===== src/rtl/prot_pkg.sv =====
// Functional notes
// - Inline mode: metadata follows block data.
// - One metadata mechanism per format, fixed.
// - Tuple sits at first or last eight.
// - Tuple first: guard covers data only.
// - Tuple last: guard covers preceding metadata.
// - Guard is a CRC-16 over data.
// - No alternative checksum for the guard.
// - Application tag opaque except escape value.
// - Reference tag ties block to address.
// - Protection types one, two, three.
// - Action bit picks check or generate.
// - Unprotected format passes bytes untouched.
// - Action clear: pass unchanged, check tuple.
// - Failed check reports guard, app, ref.
// - Eight-byte metadata: generate and append tuple.
// - Larger metadata: overwrite tuple region.
// - Tuple: CRC, command tag, computed reference.
// - Types one, two: reference increments per block.
// - All-ones app tag skips checks; type three also needs all-ones ref tag.
package prot_pkg;

  // ----------------------------------------------------------------
  // Register map
  // ----------------------------------------------------------------
  localparam logic [7:0] OFS_FORMAT = 8'h00;
  localparam logic [7:0] OFS_COMMAND = 8'h04;
  localparam logic [7:0] OFS_APP_TAG = 8'h08;
  localparam logic [7:0] OFS_REF_TAG = 8'h0C;
  localparam logic [7:0] OFS_STATUS = 8'h10;
  localparam logic [7:0] OFS_CUR_REF = 8'h14;

  // ----------------------------------------------------------------
  // Guard and tuple constants
  // ----------------------------------------------------------------
  localparam logic [15:0] CRC_POLY = 16'h8BB7;
  localparam logic [15:0] CRC_SEED = 16'h0000;
  localparam logic [7:0] TUPLE_BYTES = 8'h08;
  localparam logic [15:0] APP_ESCAPE = 16'hFFFF;
  localparam logic [31:0] REF_ESCAPE = 32'hFFFFFFFF;

  localparam logic [1:0] TYPE_ONE = 2'h1;
  localparam logic [1:0] TYPE_TWO = 2'h2;
  localparam logic [1:0] TYPE_THREE = 2'h3;

  localparam logic [1:0] ERR_NONE = 2'h0;
  localparam logic [1:0] ERR_GUARD = 2'h1;
  localparam logic [1:0] ERR_APP = 2'h2;
  localparam logic [1:0] ERR_REF = 2'h3;

  // Namespace format word, FORMAT register low half
  typedef struct packed {
    logic [7:0] metadata_size;
    logic [2:0] unused;
    logic separate_buffer;
    logic tuple_first;
    logic [1:0] prot_type;
    logic prot_en;
  } format_t;

  localparam format_t FORMAT_RST = '0;

  // Per-command controls, COMMAND register
  typedef struct packed {
    logic [15:0] block_count;
    logic [10:0] unused;
    logic chk_ref;
    logic chk_app;
    logic chk_guard;
    logic protection_action_bit;
    logic start;
  } command_t;

  localparam command_t COMMAND_RST = '0;

endpackage : prot_pkg


===== src/rtl/prot_write_path.sv =====
`timescale 1ns/1ps
`default_nettype none
module prot_write_path #(
  parameter int BLK_BYTES = 512
) (
  input wire logic clk_i, // 20 MHz controller clock
  input wire logic rst_i, // Synchronous reset, high
  input wire logic wb_cyc_i, // Wishbone cycle
  input wire logic wb_stb_i, // Wishbone strobe
  input wire logic wb_we_i, // Wishbone write
  input wire logic [7:0] wb_adr_i, // Byte address
  input wire logic [3:0] wb_sel_i, // Byte enables
  input wire logic [31:0] wb_dat_i, // Write data
  output logic [31:0] wb_dat_o, // Read data
  output logic wb_ack_o, // Acknowledge
  input wire logic host_valid_i, // Host data byte valid
  input wire logic [7:0] host_data_i, // Host data byte
  output logic host_ready_o, // Host data byte taken
  input wire logic meta_valid_i, // Separate metadata valid
  input wire logic [7:0] meta_data_i, // Separate metadata byte
  output logic meta_ready_o, // Separate metadata taken
  output logic media_valid_o, // Media byte valid
  output logic [7:0] media_data_o, // Media byte
  output logic media_last_o, // Last byte of a block
  input wire logic media_ready_i // Media accepts byte
);

  // Byte index is 16 bits, metadata adds up to 255 more
  if (BLK_BYTES < 1 || BLK_BYTES > 32768) begin : g_bad_blk
    $error("BLK_BYTES out of range");
  end

  localparam logic [15:0] BLK = 16'(BLK_BYTES);

  typedef enum logic [1:0] {IDLE, XFER, EVAL} state_t;

  // ----------------------------------------------------------------
  // State
  // ----------------------------------------------------------------
  state_t st_ff, nxt_st;
  prot_pkg::format_t fmt_ff, nxt_fmt;
  prot_pkg::command_t cmd_ff, nxt_cmd;
  logic [15:0] app_ff, nxt_app;
  logic [31:0] ref0_ff, nxt_ref0;
  logic [31:0] ref_ff, nxt_ref;
  logic [15:0] idx_ff, nxt_idx;
  logic [15:0] blk_ff, nxt_blk;
  logic [15:0] crc_ff, nxt_crc;
  logic [63:0] tup_ff, nxt_tup;
  logic done_ff, nxt_done;
  logic [1:0] err_ff, nxt_err;
  logic ack_ff, nxt_ack;
  logic [31:0] rd_ff, nxt_rd;
  logic hrdy_ff, nxt_hrdy;
  logic mrdy_ff, nxt_mrdy;
  logic ov_ff, nxt_ov;
  logic [7:0] od_ff, nxt_od;
  logic ol_ff, nxt_ol;

  // ----------------------------------------------------------------
  // Byte position decode
  // ----------------------------------------------------------------
  logic [15:0] md16, last_idx, moff, pi_base;
  logic in_meta, in_pi, covered, prot, gen_mode, need_host;
  logic from_meta, slot_free, take, gen_fire, move, last;
  logic [2:0] pi_k;
  logic [7:0] src_byte, gen_byte, out_byte;
  logic [15:0] crc_next;
  logic [63:0] gen_tuple;

  always_comb begin
    md16 = {8'h00, fmt_ff.metadata_size};
    last_idx = BLK + md16 - 16'h0001;
    in_meta = idx_ff >= BLK;
    moff = idx_ff - BLK;
    pi_base = fmt_ff.tuple_first ? 16'h0000
            : md16 - {8'h00, prot_pkg::TUPLE_BYTES};
    prot = fmt_ff.prot_en && md16 >= {8'h00, prot_pkg::TUPLE_BYTES};
    in_pi = prot && in_meta && moff >= pi_base
         && moff < pi_base + {8'h00, prot_pkg::TUPLE_BYTES};
    pi_k = 3'(moff - pi_base);
    covered = !in_meta || (!fmt_ff.tuple_first && !in_pi);
    gen_mode = prot && cmd_ff.protection_action_bit;
    // no host metadata for eight-byte format when generating
    need_host = !(gen_mode && in_meta
               && md16 == {8'h00, prot_pkg::TUPLE_BYTES});
    from_meta = in_meta && fmt_ff.separate_buffer;
    slot_free = !ov_ff || media_ready_i;
    take = (hrdy_ff && host_valid_i) || (mrdy_ff && meta_valid_i);
    gen_fire = st_ff == XFER && !need_host && slot_free;
    move = take || gen_fire;
    last = idx_ff == last_idx;
    src_byte = mrdy_ff ? meta_data_i : host_data_i;
    gen_tuple = {crc_ff, app_ff, ref_ff};
    gen_byte = gen_tuple[8'(63 - 8 * int'(pi_k)) -: 8];
    // replace only tuple bytes when generating
    out_byte = (gen_mode && in_pi) ? gen_byte : src_byte;
  end

  crc16_byte u_crc (
    .crc_i(crc_ff),
    .data_i(src_byte),
    .crc_o(crc_next)
  );

  // ----------------------------------------------------------------
  // Tuple check
  // ----------------------------------------------------------------
  logic [15:0] t_guard, t_app;
  logic [31:0] t_ref;
  logic escape;
  logic [1:0] chk_err;

  always_comb begin
    t_guard = tup_ff[63:48];
    t_app = tup_ff[47:32];
    t_ref = tup_ff[31:0];
    if (fmt_ff.prot_type == prot_pkg::TYPE_THREE) begin
      escape = t_app == prot_pkg::APP_ESCAPE
            && t_ref == prot_pkg::REF_ESCAPE;
    end else begin
      escape = t_app == prot_pkg::APP_ESCAPE;
    end
    chk_err = prot_pkg::ERR_NONE;
    if (!escape) begin
      if (cmd_ff.chk_guard && t_guard != crc_ff) begin
        chk_err = prot_pkg::ERR_GUARD;
      end else if (cmd_ff.chk_app && t_app != app_ff) begin
        chk_err = prot_pkg::ERR_APP;
      end else if (cmd_ff.chk_ref && t_ref != ref_ff) begin
        chk_err = prot_pkg::ERR_REF;
      end
    end
  end

  // ----------------------------------------------------------------
  // Next state
  // ----------------------------------------------------------------
  logic wr, rd;
  logic [31:0] wmask;

  always_comb begin
    nxt_st = st_ff;
    nxt_fmt = fmt_ff;
    nxt_cmd = cmd_ff;
    nxt_app = app_ff;
    nxt_ref0 = ref0_ff;
    nxt_ref = ref_ff;
    nxt_idx = idx_ff;
    nxt_blk = blk_ff;
    nxt_crc = crc_ff;
    nxt_tup = tup_ff;
    nxt_done = done_ff;
    nxt_err = err_ff;
    nxt_rd = rd_ff;
    nxt_ov = ov_ff;
    nxt_od = od_ff;
    nxt_ol = ol_ff;
    wmask = {{8{wb_sel_i[3]}}, {8{wb_sel_i[2]}},
             {8{wb_sel_i[1]}}, {8{wb_sel_i[0]}}};
    wr = wb_cyc_i && wb_stb_i && !ack_ff && wb_we_i;
    rd = wb_cyc_i && wb_stb_i && !ack_ff && !wb_we_i;
    nxt_ack = wb_cyc_i && wb_stb_i && !ack_ff;
    nxt_cmd.start = 1'b0;

    // Register writes
    if (wr) begin
      case (wb_adr_i)
        prot_pkg::OFS_FORMAT: begin
          // format frozen while a command runs
          if (st_ff == IDLE) begin
            nxt_fmt = (fmt_ff & ~wmask[15:0]) | (wb_dat_i[15:0] & wmask[15:0]);
          end
        end
        prot_pkg::OFS_COMMAND: begin
          if (st_ff == IDLE) begin
            nxt_cmd = (cmd_ff & ~wmask) | (wb_dat_i & wmask);
          end
        end
        prot_pkg::OFS_APP_TAG: begin
          if (st_ff == IDLE) begin
            nxt_app = (app_ff & ~wmask[15:0]) | (wb_dat_i[15:0] & wmask[15:0]);
          end
        end
        prot_pkg::OFS_REF_TAG: begin
          if (st_ff == IDLE) begin
            nxt_ref0 = (ref0_ff & ~wmask) | (wb_dat_i & wmask);
          end
        end
        prot_pkg::OFS_STATUS: begin
          if (wb_sel_i[0] && wb_dat_i[1]) begin
            nxt_done = 1'b0;
          end
        end
        default: begin
        end
      endcase
    end

    if (rd) begin
      case (wb_adr_i)
        prot_pkg::OFS_FORMAT: nxt_rd = {16'h0000, fmt_ff};
        prot_pkg::OFS_COMMAND: nxt_rd = cmd_ff;
        prot_pkg::OFS_APP_TAG: nxt_rd = {16'h0000, app_ff};
        prot_pkg::OFS_REF_TAG: nxt_rd = ref0_ff;
        prot_pkg::OFS_STATUS: nxt_rd = {blk_ff, 12'h000, err_ff,
                                        done_ff, st_ff != IDLE};
        prot_pkg::OFS_CUR_REF: nxt_rd = ref_ff;
        default: nxt_rd = 32'h00000000;
      endcase
    end

    // Media output slot
    if (ov_ff && media_ready_i) begin
      nxt_ov = 1'b0;
    end
    if (move) begin
      nxt_ov = 1'b1;
      nxt_od = out_byte;
      nxt_ol = last;
    end

    case (st_ff)
      IDLE: begin
        if (wr && wb_adr_i == prot_pkg::OFS_COMMAND && wb_sel_i[0]
            && wb_dat_i[0] && wb_dat_i[31:16] != 16'h0000) begin
          nxt_st = XFER;
          nxt_idx = 16'h0000;
          nxt_blk = 16'h0000;
          nxt_crc = prot_pkg::CRC_SEED;
          nxt_err = prot_pkg::ERR_NONE;
          nxt_ref = ref0_ff;
        end
      end
      XFER: begin
        if (move) begin
          if (covered) begin
            nxt_crc = crc_next;
          end
          if (in_pi) begin
            nxt_tup = {tup_ff[55:0], src_byte};
          end
          nxt_idx = idx_ff + 16'h0001;
          if (last) begin
            nxt_st = EVAL;
          end
        end
      end
      EVAL: begin
        if (prot && !gen_mode && err_ff == prot_pkg::ERR_NONE) begin
          nxt_err = chk_err;
        end
        if (fmt_ff.prot_type != prot_pkg::TYPE_THREE) begin
          nxt_ref = ref_ff + 32'h00000001;
        end
        nxt_crc = prot_pkg::CRC_SEED;
        nxt_idx = 16'h0000;
        nxt_blk = blk_ff + 16'h0001;
        if (blk_ff + 16'h0001 == cmd_ff.block_count) begin
          nxt_st = IDLE;
          nxt_done = 1'b1;
        end else begin
          nxt_st = XFER;
        end
      end
      default: nxt_st = IDLE;
    endcase

    // Ready asserted only into an empty slot, dropped after a take
    nxt_hrdy = nxt_st == XFER && st_ff == XFER && need_host && !from_meta
            && slot_free && !move;
    nxt_mrdy = nxt_st == XFER && st_ff == XFER && need_host && from_meta
            && slot_free && !move;
  end

  // ----------------------------------------------------------------
  // Registers
  // ----------------------------------------------------------------
  always_ff @(posedge clk_i) begin
    if (rst_i) begin
      st_ff <= IDLE;
      fmt_ff <= prot_pkg::FORMAT_RST;
      cmd_ff <= prot_pkg::COMMAND_RST;
      app_ff <= 16'h0000;
      ref0_ff <= 32'h00000000;
      ref_ff <= 32'h00000000;
      idx_ff <= 16'h0000;
      blk_ff <= 16'h0000;
      crc_ff <= prot_pkg::CRC_SEED;
      tup_ff <= 64'h0000000000000000;
      done_ff <= 1'b0;
      err_ff <= prot_pkg::ERR_NONE;
      ack_ff <= 1'b0;
      rd_ff <= 32'h00000000;
      hrdy_ff <= 1'b0;
      mrdy_ff <= 1'b0;
      ov_ff <= 1'b0;
      od_ff <= 8'h00;
      ol_ff <= 1'b0;
    end else begin
      st_ff <= nxt_st;
      fmt_ff <= nxt_fmt;
      cmd_ff <= nxt_cmd;
      app_ff <= nxt_app;
      ref0_ff <= nxt_ref0;
      ref_ff <= nxt_ref;
      idx_ff <= nxt_idx;
      blk_ff <= nxt_blk;
      crc_ff <= nxt_crc;
      tup_ff <= nxt_tup;
      done_ff <= nxt_done;
      err_ff <= nxt_err;
      ack_ff <= nxt_ack;
      rd_ff <= nxt_rd;
      hrdy_ff <= nxt_hrdy;
      mrdy_ff <= nxt_mrdy;
      ov_ff <= nxt_ov;
      od_ff <= nxt_od;
      ol_ff <= nxt_ol;
    end
  end

  assign wb_ack_o = ack_ff;
  assign wb_dat_o = rd_ff;
  assign host_ready_o = hrdy_ff;
  assign meta_ready_o = mrdy_ff;
  assign media_valid_o = ov_ff;
  assign media_data_o = od_ff;
  assign media_last_o = ol_ff;

endmodule : prot_write_path
`default_nettype wire


===== src/rtl/crc16_byte.sv =====
`timescale 1ns/1ps
`default_nettype none
module crc16_byte (
  input wire logic [15:0] crc_i, // Running guard value
  input wire logic [7:0] data_i, // Byte in transfer order
  output logic [15:0] crc_o // Guard after this byte
);

  always_comb begin
    logic [15:0] c;
    logic fb;
    c = crc_i;
    fb = 1'b0;
    for (int i = 7; i >= 0; i--) begin
      fb = c[15] ^ data_i[i];
      c = {c[14:0], 1'b0} ^ (fb ? prot_pkg::CRC_POLY : 16'h0000);
    end
    crc_o = c;
  end

endmodule : crc16_byte
`default_nettype wire


===== config.mk =====
export PLATFORM = sky130hd
export DESIGN_NAME = prot_write_path
export DESIGN_NICKNAME = d
export VERILOG_FILES = /design/src/rtl/prot_pkg.sv /design/src/rtl/prot_write_path.sv /design/src/rtl/crc16_byte.sv
export SDC_FILE = /design/constraint.sdc
export NUM_CORES = 1
export LEC_CHECK = 0
export BUFFER_PORTS_ARGS = -buffer_cell sky130_fd_sc_hd__buf_4
export CAP_MARGIN = 40
export CORE_MARGIN = 3
export CORE_UTILIZATION = 25
export CTS_CLUSTER_DIAMETER = 30
export CTS_CLUSTER_SIZE = 16
export DETAILED_ROUTE_END_ITERATION = 16
export SKIP_CTS_REPAIR_TIMING = 1
export SLEW_MARGIN = 5
export SYNTH_ARGS = -nofsm -noshare
export SYNTH_HDL_FRONTEND = slang
export SYNTH_SLANG_ARGS = --single-unit

===== constraint.sdc =====
create_clock -name clk_i -period 8.8 [get_ports clk_i]
set_clock_uncertainty 0.15 [all_clocks]
set_input_delay 1.32 -clock clk_i [delete_from_list [all_inputs] [get_ports clk_i]]
set_output_delay 1.32 -clock clk_i [all_outputs]
set_load 0.05 [all_outputs]

==> results of run 1 <==
-- worst paths after layout --
kind | end | cells past startpoint | from
setup / recovery | tup_ff[28] | 18 | flip-flop
hold / removal | flip-flop | 2 | flip-flop
setup reg to reg | tup_ff[28] | 18 | flip-flop
hold reg to reg | flip-flop | 2 | flip-flop
-- critical path: stages, from the launching register on --
cell      delay, ps
dfxtp_1         390
inv_1           140
ha_1            260
nor3b_1         310
xnor2_1         230
or2_2           370
nor3_1          390
xor2_1          170
nand2_1          80
ha_1            210
a21o_1          150
a21o_1          160
a221oi_1        500
o2111a_1        280
and4_4          270
buf_4           390
buf_16          300
mux2i_1         240
nor2_1           50
-- metal layers --
layer / global-route usage, % / share of wire (%) / up-vias
li1: - / - / 6922
met1: 20.2 / 42 / 7228
met2: 25.5 / 47 / 614
met3: 2.71 / 7.2 / 137
met4: 7.88 / 4.5 / 4
met5: 0 / 0.057 / -
-- where the power goes --
group,internal [mW],switching [mW],total [mW]
registers,1.31,0.000227,1.31
clock network,1.45,0.828,2.28
logic,0.0563,0.0816,0.138
-- per-stage QoR --
| step | cell area (sq um) | cells | hold slack (ps) | setup slack, ps | utilization, % |
|---|---|---|---|---|---|
| final | 20000 | 2839 | 308 | 3560 | 31.3 |
| after global routing | 20000 | 2839 | 328 | 3180 | 31.3 |
| after CTS | 20000 | 2838 | 307 | 3620 | 31.3 |
| after detailed placement | 17900 | 2730 | 300 | 3680 | 28.1 |
| after global placement | 17800 | 2720 | 295 | 3690 | 27.9 |
| after floorplan | 16300 | 1879 | 286 | 4480 | - |
-- cell type report --
type                            count  area [sq um]
Multi-Input combinational cell   1430          9870
Sequential cell                   290          5810
Fill cell                        6634         43800
Timing Repair Buffer              141          1120
Clock inverter                     45           519
Clock buffer                       63          1510
Inverter                           24          90.1
Tap cell                          846          1060
-- placed cells by master, fill, tap and decap left out, types with 12 or more instances in the layout --
master,instances
a211oi_1,21
nor2_1,229
a21o_1,12
buf_4,134
clkbuf_16,58
a22oi_1,65
nand4_1,41
o21ai_1,24
o211ai_1,15
and2_1,20
inv_1,24
and3_1,20
inv_6,17
dfxtp_1,290
o31ai_1,12
ha_1,39
mux2i_1,134
a222oi_1,16
nor3_1,26
mux4_2,20
xor2_1,107
nor4_1,34
xnor2_1,57
nand3_1,66
nand2_1,165
o21ai_0,57
a21oi_1,98
mux2_2,17
-- cells by family (layout without fill, tap and decap cells) --
| logic type | after synthesis | after routing |
|---|---|---|
| buffers and inverters | 159 | 273 |
| AO/OA/AOI/OAI | 382 | 382 |
| multiplexers | 177 | 177 |
| adder cells (fa/ha/maj) | 40 | 40 |
| AND/OR/NAND/NOR | 659 | 659 |
| flip-flops | 290 | 290 |
| XOR/XNOR | 172 | 172 |
==> impl_metrics.ini, run 1 <==
[power]
powerDensity_nw_per_um2 = 187
p_leak_nw = 7.67
peakVddDrop_mv = 0.167
p_total_mw = 3.73

[yosys]
netlist_instances = 1879
ys.flop_type = dfxtp_1
async_reset_ff_share_pct = 0
seq_area_frac_synth_pct = 35.6
synth_mux_area_share_pct = 12.7
yosysTopAreaCell = dfxtp_1
yosysMostFrequentCell = dfxtp_1
synth_xor_area_share_pct = 9.85
syn-num-nets = 1987
synth_common_cells = 290 x dfxtp_1, 229 x nor2_1, 165 x nand2_1
synth_top_area_share_pct = 35.6
syn-cell-area_sq_um = 16300
synth_compound_area_share_pct = 15.5
ys_types = 81
synth_area_per_cell_sq_um = 8.67
synth_area_leaders = dfxtp_1 36%, mux2i_1 8.2%, xor2_1 5.8%, nor2_1 5.3%, nand2_1 3.8%
synth_edf_count = 0
ys_warn_count = 0
synth-adder-area-share_pct = 3.12
synth_top_family_by_area = simple AND/OR/NAND/NOR gates
ys_ff_latch = 290
synthSimpleGateAreaFrac_pct = 19.2

[min_path]
hold_class = reg -> reg

[cells_and_area]
nNetsFinal = 2053
drive_gt1_share_pct = 15.9
syn_to_final_growth_pct = 22.6
diodes = 0

[routing]
drt-pass1-iter-count = 5
wl_mm = 55.9
vias = 14900
final_antenna_net_count = 0
routedWlPerCell_um = 19.7
drc = 0
first_iter_violations = 1571
via_per_inst = 5.25

[global_routing]
grt.total_usage_pct = 15.7
grt_overflow = 0
grt_pass1_vias = 14300
grt_antenna_before_repair = 4
grt_pass1_wl_mm = 84.7
grt_max_degree = 87

[floorplanning]
core_area_sq_um = 63800
initial_core_util_pct = 25.6
num_io_pins = 113
die_area_sq_um = 68300
die_y_um = 261
die_w_um = 261
num_rows = 92

[sta]
tightest_slew_ps = 894
min_period_ps = 5240
setup_viol = 0
max_freq_mhz = 191
slew_headroom_pct = 40.2
finalHoldViolCount = 0
slew_violations = 0
rsz0062_at_grt = no
fin_crit_sh_pct = 59.5
tns_ps = 0

[place]
hpwlAfterDp_mm = 40.5
port_buffers = 112
routabilityCongestion = 0.918

[clocking]
clockRootBuffer = clkbuf_16
cts_buffer_depth = 3
path_clk_slew_ps = 60
clock_latency_ps = 590
cts_tree = yes
clock_sinks = 290
cts_buffers = 58
htreeDepth = 2

[setup_path]
worstPathArrival_ps = 5530
rrSetupSlack_ps = 3560
worstSetupPathType = reg -> reg
startpoint_type = flip-flop
crit_fanout = 46
critPathCaptureType = flip-flop
worstPathRequired_ps = 9090

[run]
max_cap_viol_count = 0

[status]
outcome = finished, final reports clean
Note: power is estimated with default switching activity, not from simulation.
==> run 2: changes to the inputs <==
ABC_AREA = 1   (was unset)
clock period = 4.7 ns   (was 8.8 ns; I/O delays follow)
==> run 2 against run 1 <==
Via count rose by 12%. Wire length grew 5.1%. Largest cell class unchanged. Global-route usage is 0.39 points higher. Hold slack got worse by 21 ps. Area after synthesis up 1.7%. Total power up 85%. Combinational power rose by 140%. First-iteration DRC count is 16% higher.
==> impl_metrics.ini, run 2 <==
[status]
outcome = finished, final reports clean

[sta]
fin_crit_sh_pct = 87.6
setup_viol = 0
tightest_slew_ps = 893
slew_violations = 0
tns_ps = 0
rsz0062_at_grt = no
finalHoldViolCount = 0
min_period_ps = 4120
slew_headroom_pct = 40.5
max_freq_mhz = 243

[routing]
routedWlPerCell_um = 17.6
final_antenna_net_count = 0
drc = 0
wl_mm = 58.7
via_per_inst = 5.00
vias = 16700
drt-pass1-iter-count = 6
first_iter_violations = 1824

[clocking]
cts_tree = yes
cts_buffer_depth = 3
clock_latency_ps = 580
clock_sinks = 290
path_clk_slew_ps = 60
cts_buffers = 54
clockRootBuffer = clkbuf_16
htreeDepth = 2

[yosys]
synth_common_cells = 365 x nand2_1, 310 x a21oi_1, 290 x dfxtp_1
syn-num-nets = 2466
yosysMostFrequentCell = nand2_1
ys_types = 52
synth_top_area_share_pct = 35.0
synth_edf_count = 0
yosysTopAreaCell = dfxtp_1
syn-cell-area_sq_um = 16600
async_reset_ff_share_pct = 0
synth_area_per_cell_sq_um = 7.03
synth_area_leaders = dfxtp_1 35%, a21oi_1 9.4%, o21ai_0 8.3%, nand2_1 8.3%, inv_1 6.2%
ys.flop_type = dfxtp_1
ys_ff_latch = 290
netlist_instances = 2358
seq_area_frac_synth_pct = 35.0
ys_warn_count = 0

[global_routing]
grt_overflow = 0
grt_pass1_wl_mm = 90.3
grt_max_degree = 88
grt.total_usage_pct = 16.1
grt_antenna_before_repair = 0
grt_pass1_vias = 15500

[min_path]
hold_class = in -> reg

[cells_and_area]
multi_input_area_sq_um = 9210
diodes = 0
finalNonFillerCells = 3330
mostFrequentLayoutCell = nand2_1
drive_gt1_share_pct = 13.1
seqCellArea_sq_um = 5810
nNetsFinal = 2540
nFillCells = 6948
syn_to_final_growth_pct = 21.5
final_cell_mix = 365 x nand2_1, 310 x a21oi_1, 290 x dfxtp_1

[place]
routabilityCongestion = 0.919
hpwlAfterDp_mm = 43.5
port_buffers = 112
dpl.cell_count = 3231

[floorplanning]
die_w_um = 263
core_area_sq_um = 65000
num_rows = 93
num_io_pins = 113
initial_core_util_pct = 25.5
die_y_um = 263
die_area_sq_um = 69400

[setup_path]
worstSetupPathType = reg -> reg
critPathCaptureType = flip-flop
crit_buf_inv = 2
worstPathRequired_ps = 5040
startpoint_type = flip-flop
max_stage_delay_ps = 450
path_common_cell = nand2_1
crit_fanout = 17
worstPathArrival_ps = 4460
cp_top_family = simple AND/OR/NAND/NOR gates
cp_cell_sequence = inv_1 > ha_1 > nor2_1 > nand4_1 > or3_1 > o21ai_0 > inv_1 > ha_1 > nand2_1 > nor3_1 > nand2_1 > nand4_1 > a21oi_1 > nand2_1 > nand2_2 > nor2_4 > nand3_1 > a21oi_1
critPathSlowestCell = dfxtp_1

[power]
peakVddDrop_mv = 0.241
powerDensity_nw_per_um2 = 343
p_leak_nw = 7.35

[run]
max_cap_viol_count = 0
run 2: cell count changes in the layout (fill, tap and decap cells not counted), moves of 22 or more:
cell and change:
inv_1 +249, o21ai_0 +219, a21oi_1 +212, nand2_1 +200, mux2i_1 -134, nor2_1 -110, a22oi_1 -63, nand3_1 +38
o22ai_1 +30, xor2_1 -30, o21ai_1 -23, nand2_2 +22
run 2: kinds of logic after synthesis:
logic type | Yosys count | synth area share, %
AOI/OAI and AO/OA | 728 | 24.2
xor gates and xnor gates | 121 | 6.92
adders and majority gates | 40 | 3.07
buffers and inverters | 406 | 9.43
DFF | 290 | 35.0
and+or+nand+nor | 773 | 21.4
run 2: layout make-up:
| class | count | area share [%] |
|---|---|---|
| Sequential cell | 290 | 28.8 |
| Tap cell | 855 | 5.31 |
| Clock buffer | 58 | 6.89 |
| Inverter | 286 | 5.34 |
| Timing Repair Buffer | 138 | 5.31 |
| Clock inverter | 41 | 2.58 |
| Multi-Input combinational cell | 1662 | 45.7 |
run 2: power by group:
part           total (mW)  internal, mW  leakage [nW]  switching, mW
clock network        4.12          2.62         0.906           1.49
registers            2.46          2.46          2.33        0.00203
logic               0.331         0.111          4.11          0.220
run 2: worst paths after layout:
| path | startpoint | to | slack (ps) | cells past startpoint |
|---|---|---|---|---|
| min reg2reg | flip-flop | flip-flop | 310 | 2 |
| max reg2reg | flip-flop | crc_ff[15] | 580 | 18 |
| max | flip-flop | crc_ff[15] | 580 | 18 |
| min | wb_dat_i[22] | flip-flop | 290 | 3 |
run 2: metrics by stage:
step | worst slack [ps] | area [sq um] | power [mW] | util, % | hold WS [ps]
2_1_floorplan | 1360 | 16600 | 2.71 | - | 280
3_3_place_gp | 729 | 18200 | 2.84 | 28.0 | 293
3_5_place_dp | 663 | 18200 | 2.84 | 28.0 | 297
4_1_cts | 623 | 20100 | 6.95 | 31.0 | 272
5_1_grt | 199 | 20100 | 7.10 | 31.0 | 285
6_report | 582 | 20100 | 6.91 | 31.0 | 287
run 2: layer usage:
layer	GRT usage, %	vias to the layer above	routed length (um)
li1	-	8186	-
met1	21.7	7705	26100
met2	26.1	648	26600
met3	2.14	124	3970
met4	6.23	0	2100
met5	0	-	0
run 2: tightest hold or removal path, delay by kind of cell:
kind	cells	cell delay [ps]
buffers and inverters	1	90
AOI/OAI and AO/OA	2	170
==> run 3: changes to the inputs <==
ABC_AREA = 0   (was 1)
clock period = 4.85 ns   (was 4.7 ns; I/O delays follow)
==> run 3 against run 2 <==
Clock-buffer cell count is the same. Maximum frequency shrank 9.2%. Register-to-register slack lost 270 ps. Global-route usage shrank 0.45 points. Sequential cell count is the same.
==> impl_metrics.ini, run 3 (synthesized netlist as in run 1, its figures left out) <==
[status]
outcome = finished, final reports clean

[global_routing]
grt_pass1_wl_mm = 84.7
grt_antenna_before_repair = 2
grt.total_usage_pct = 15.7
grt_overflow = 0
grt_max_degree = 88
grt_pass1_vias = 14400

[setup_path]
worstPathRequired_ps = 5120
critPathCapture = tup_ff[20]
worstSetupPathType = reg -> reg
worstPathArrival_ps = 4800
critPathSlowestCell = dfxtp_1
crit_fanout = 20
rrSetupSlack_ps = 310
cp_top_family = simple AND/OR/NAND/NOR gates
crit_buf_inv = 2
startpoint_type = flip-flop
ff2ff_path_depth = 17
cp_num_cells = 17
cp_cell_sequence = inv_1 > ha_1 > nor3b_2 > xnor2_1 > or2_2 > nor3_2 > xor2_1 > nand2_1 > ha_1 > a21o_1 > a21o_1 > a221oi_1 > o2111a_1 > and4_4 > buf_12 > mux2i_1 > nor2_1
r2r_end = tup_ff[20]
max_stage_delay_ps = 470
critPathCaptureType = flip-flop

[sta]
fin_crit_sh_pct = 93.6
tns_ps = 0
finalHoldViolCount = 0
max_freq_mhz = 220
setup_viol = 0
slew_headroom_pct = 37.1
slew_violations = 0
tightest_slew_ps = 943
min_period_ps = 4540
setup_slack_ps = 313
rsz0062_at_grt = no

[floorplanning]
num_rows = 92
num_io_pins = 113
initial_core_util_pct = 25.6
die_w_um = 261
die_area_sq_um = 68300
core_area_sq_um = 63800
die_y_um = 261

[clocking]
path_clk_slew_ps = 50
htreeDepth = 2
clockRootBuffer = clkbuf_16
cts_buffers = 54
clock_latency_ps = 580
clock_sinks = 290
cts_buffer_depth = 3
cts_tree = yes

[routing]
routedWlPerCell_um = 19.5
final_antenna_net_count = 0
via_per_inst = 5.23
first_iter_violations = 1428
vias = 14900
drc = 0
drt-pass1-iter-count = 7
wl_mm = 55.7

[cells_and_area]
finalNonFillerCells = 2851
drive_gt1_share_pct = 16.5
seqCellArea_sq_um = 5810
final_cell_mix = 290 x dfxtp_1, 229 x nor2_1, 165 x nand2_1
nNetsFinal = 2067
nFillCells = 6621
mostFrequentLayoutCell = dfxtp_1
syn_to_final_growth_pct = 22.3
multi_input_area_sq_um = 9890

[power]
p_leak_nw = 7.67
powerDensity_nw_per_um2 = 323
peakVddDrop_mv = 0.303

[place]
port_buffers = 112
hpwlAfterDp_mm = 40.8
dpl.cell_count = 2746
routabilityCongestion = 0.892
dpl_worst_slack_ps = 188

[run]
max_cap_viol_count = 0

[min_path]
hp-start = wb_dat_i[26]
hold_class = in -> reg
-- run 3: how the worst min path moves through the flow --
stage / end / slack [ps] / depth (start not counted)
floorplan: meta_ready_o / 290 / 2
global placement: flip-flop / 290 / 2
detailed placement: flip-flop / 300 / 2
CTS: flip-flop / 260 / 3
global route: flip-flop / 270 / 3
finish: flip-flop / 270 / 3
-- run 3: metrics by stage --
step	power, mW	hold WS [ps]	area, sq um	util, %
CTS	6.48	256	19900	31.2
finish	6.44	271	19900	31.3
global placement	2.68	294	18000	28.2
global route	6.62	271	19900	31.2
floorplan	2.58	286	16300	-
detailed placement	2.68	301	18000	28.3
-- run 3: area by class of cell --
| type | count | area share, % |
|---|---|---|
| clock buffer | 58 | 7.06 |
| timing repair buffer | 158 | 6.11 |
| clock inverter | 43 | 2.29 |
| antenna | 1 | 0.0126 |
| tap | 846 | 5.31 |
| inverter | 24 | 0.452 |
| sequential | 290 | 29.1 |
| multi-input combinational | 1431 | 49.6 |
-- run 3: worst min-delay path, cell delays in order --
cell and delay [ps]:
buf_4 100, mux2i_1 60, nor2_1 70
-- run 3: per-layer routing --
metal	up-vias	track usage [%]	wire length [um]
met5	-	0	13
met4	2	7.07	2350
met3	124	2.38	3730
met2	538	26.2	26400
met1	7288	20.0	23200
li1	6970	-	-
-- run 3: power breakdown --
group	internal (mW)	switching, mW
Clock	2.37	1.43
Combinational	0.102	0.145
Sequential	2.38	0.000391
Total	4.86	1.58
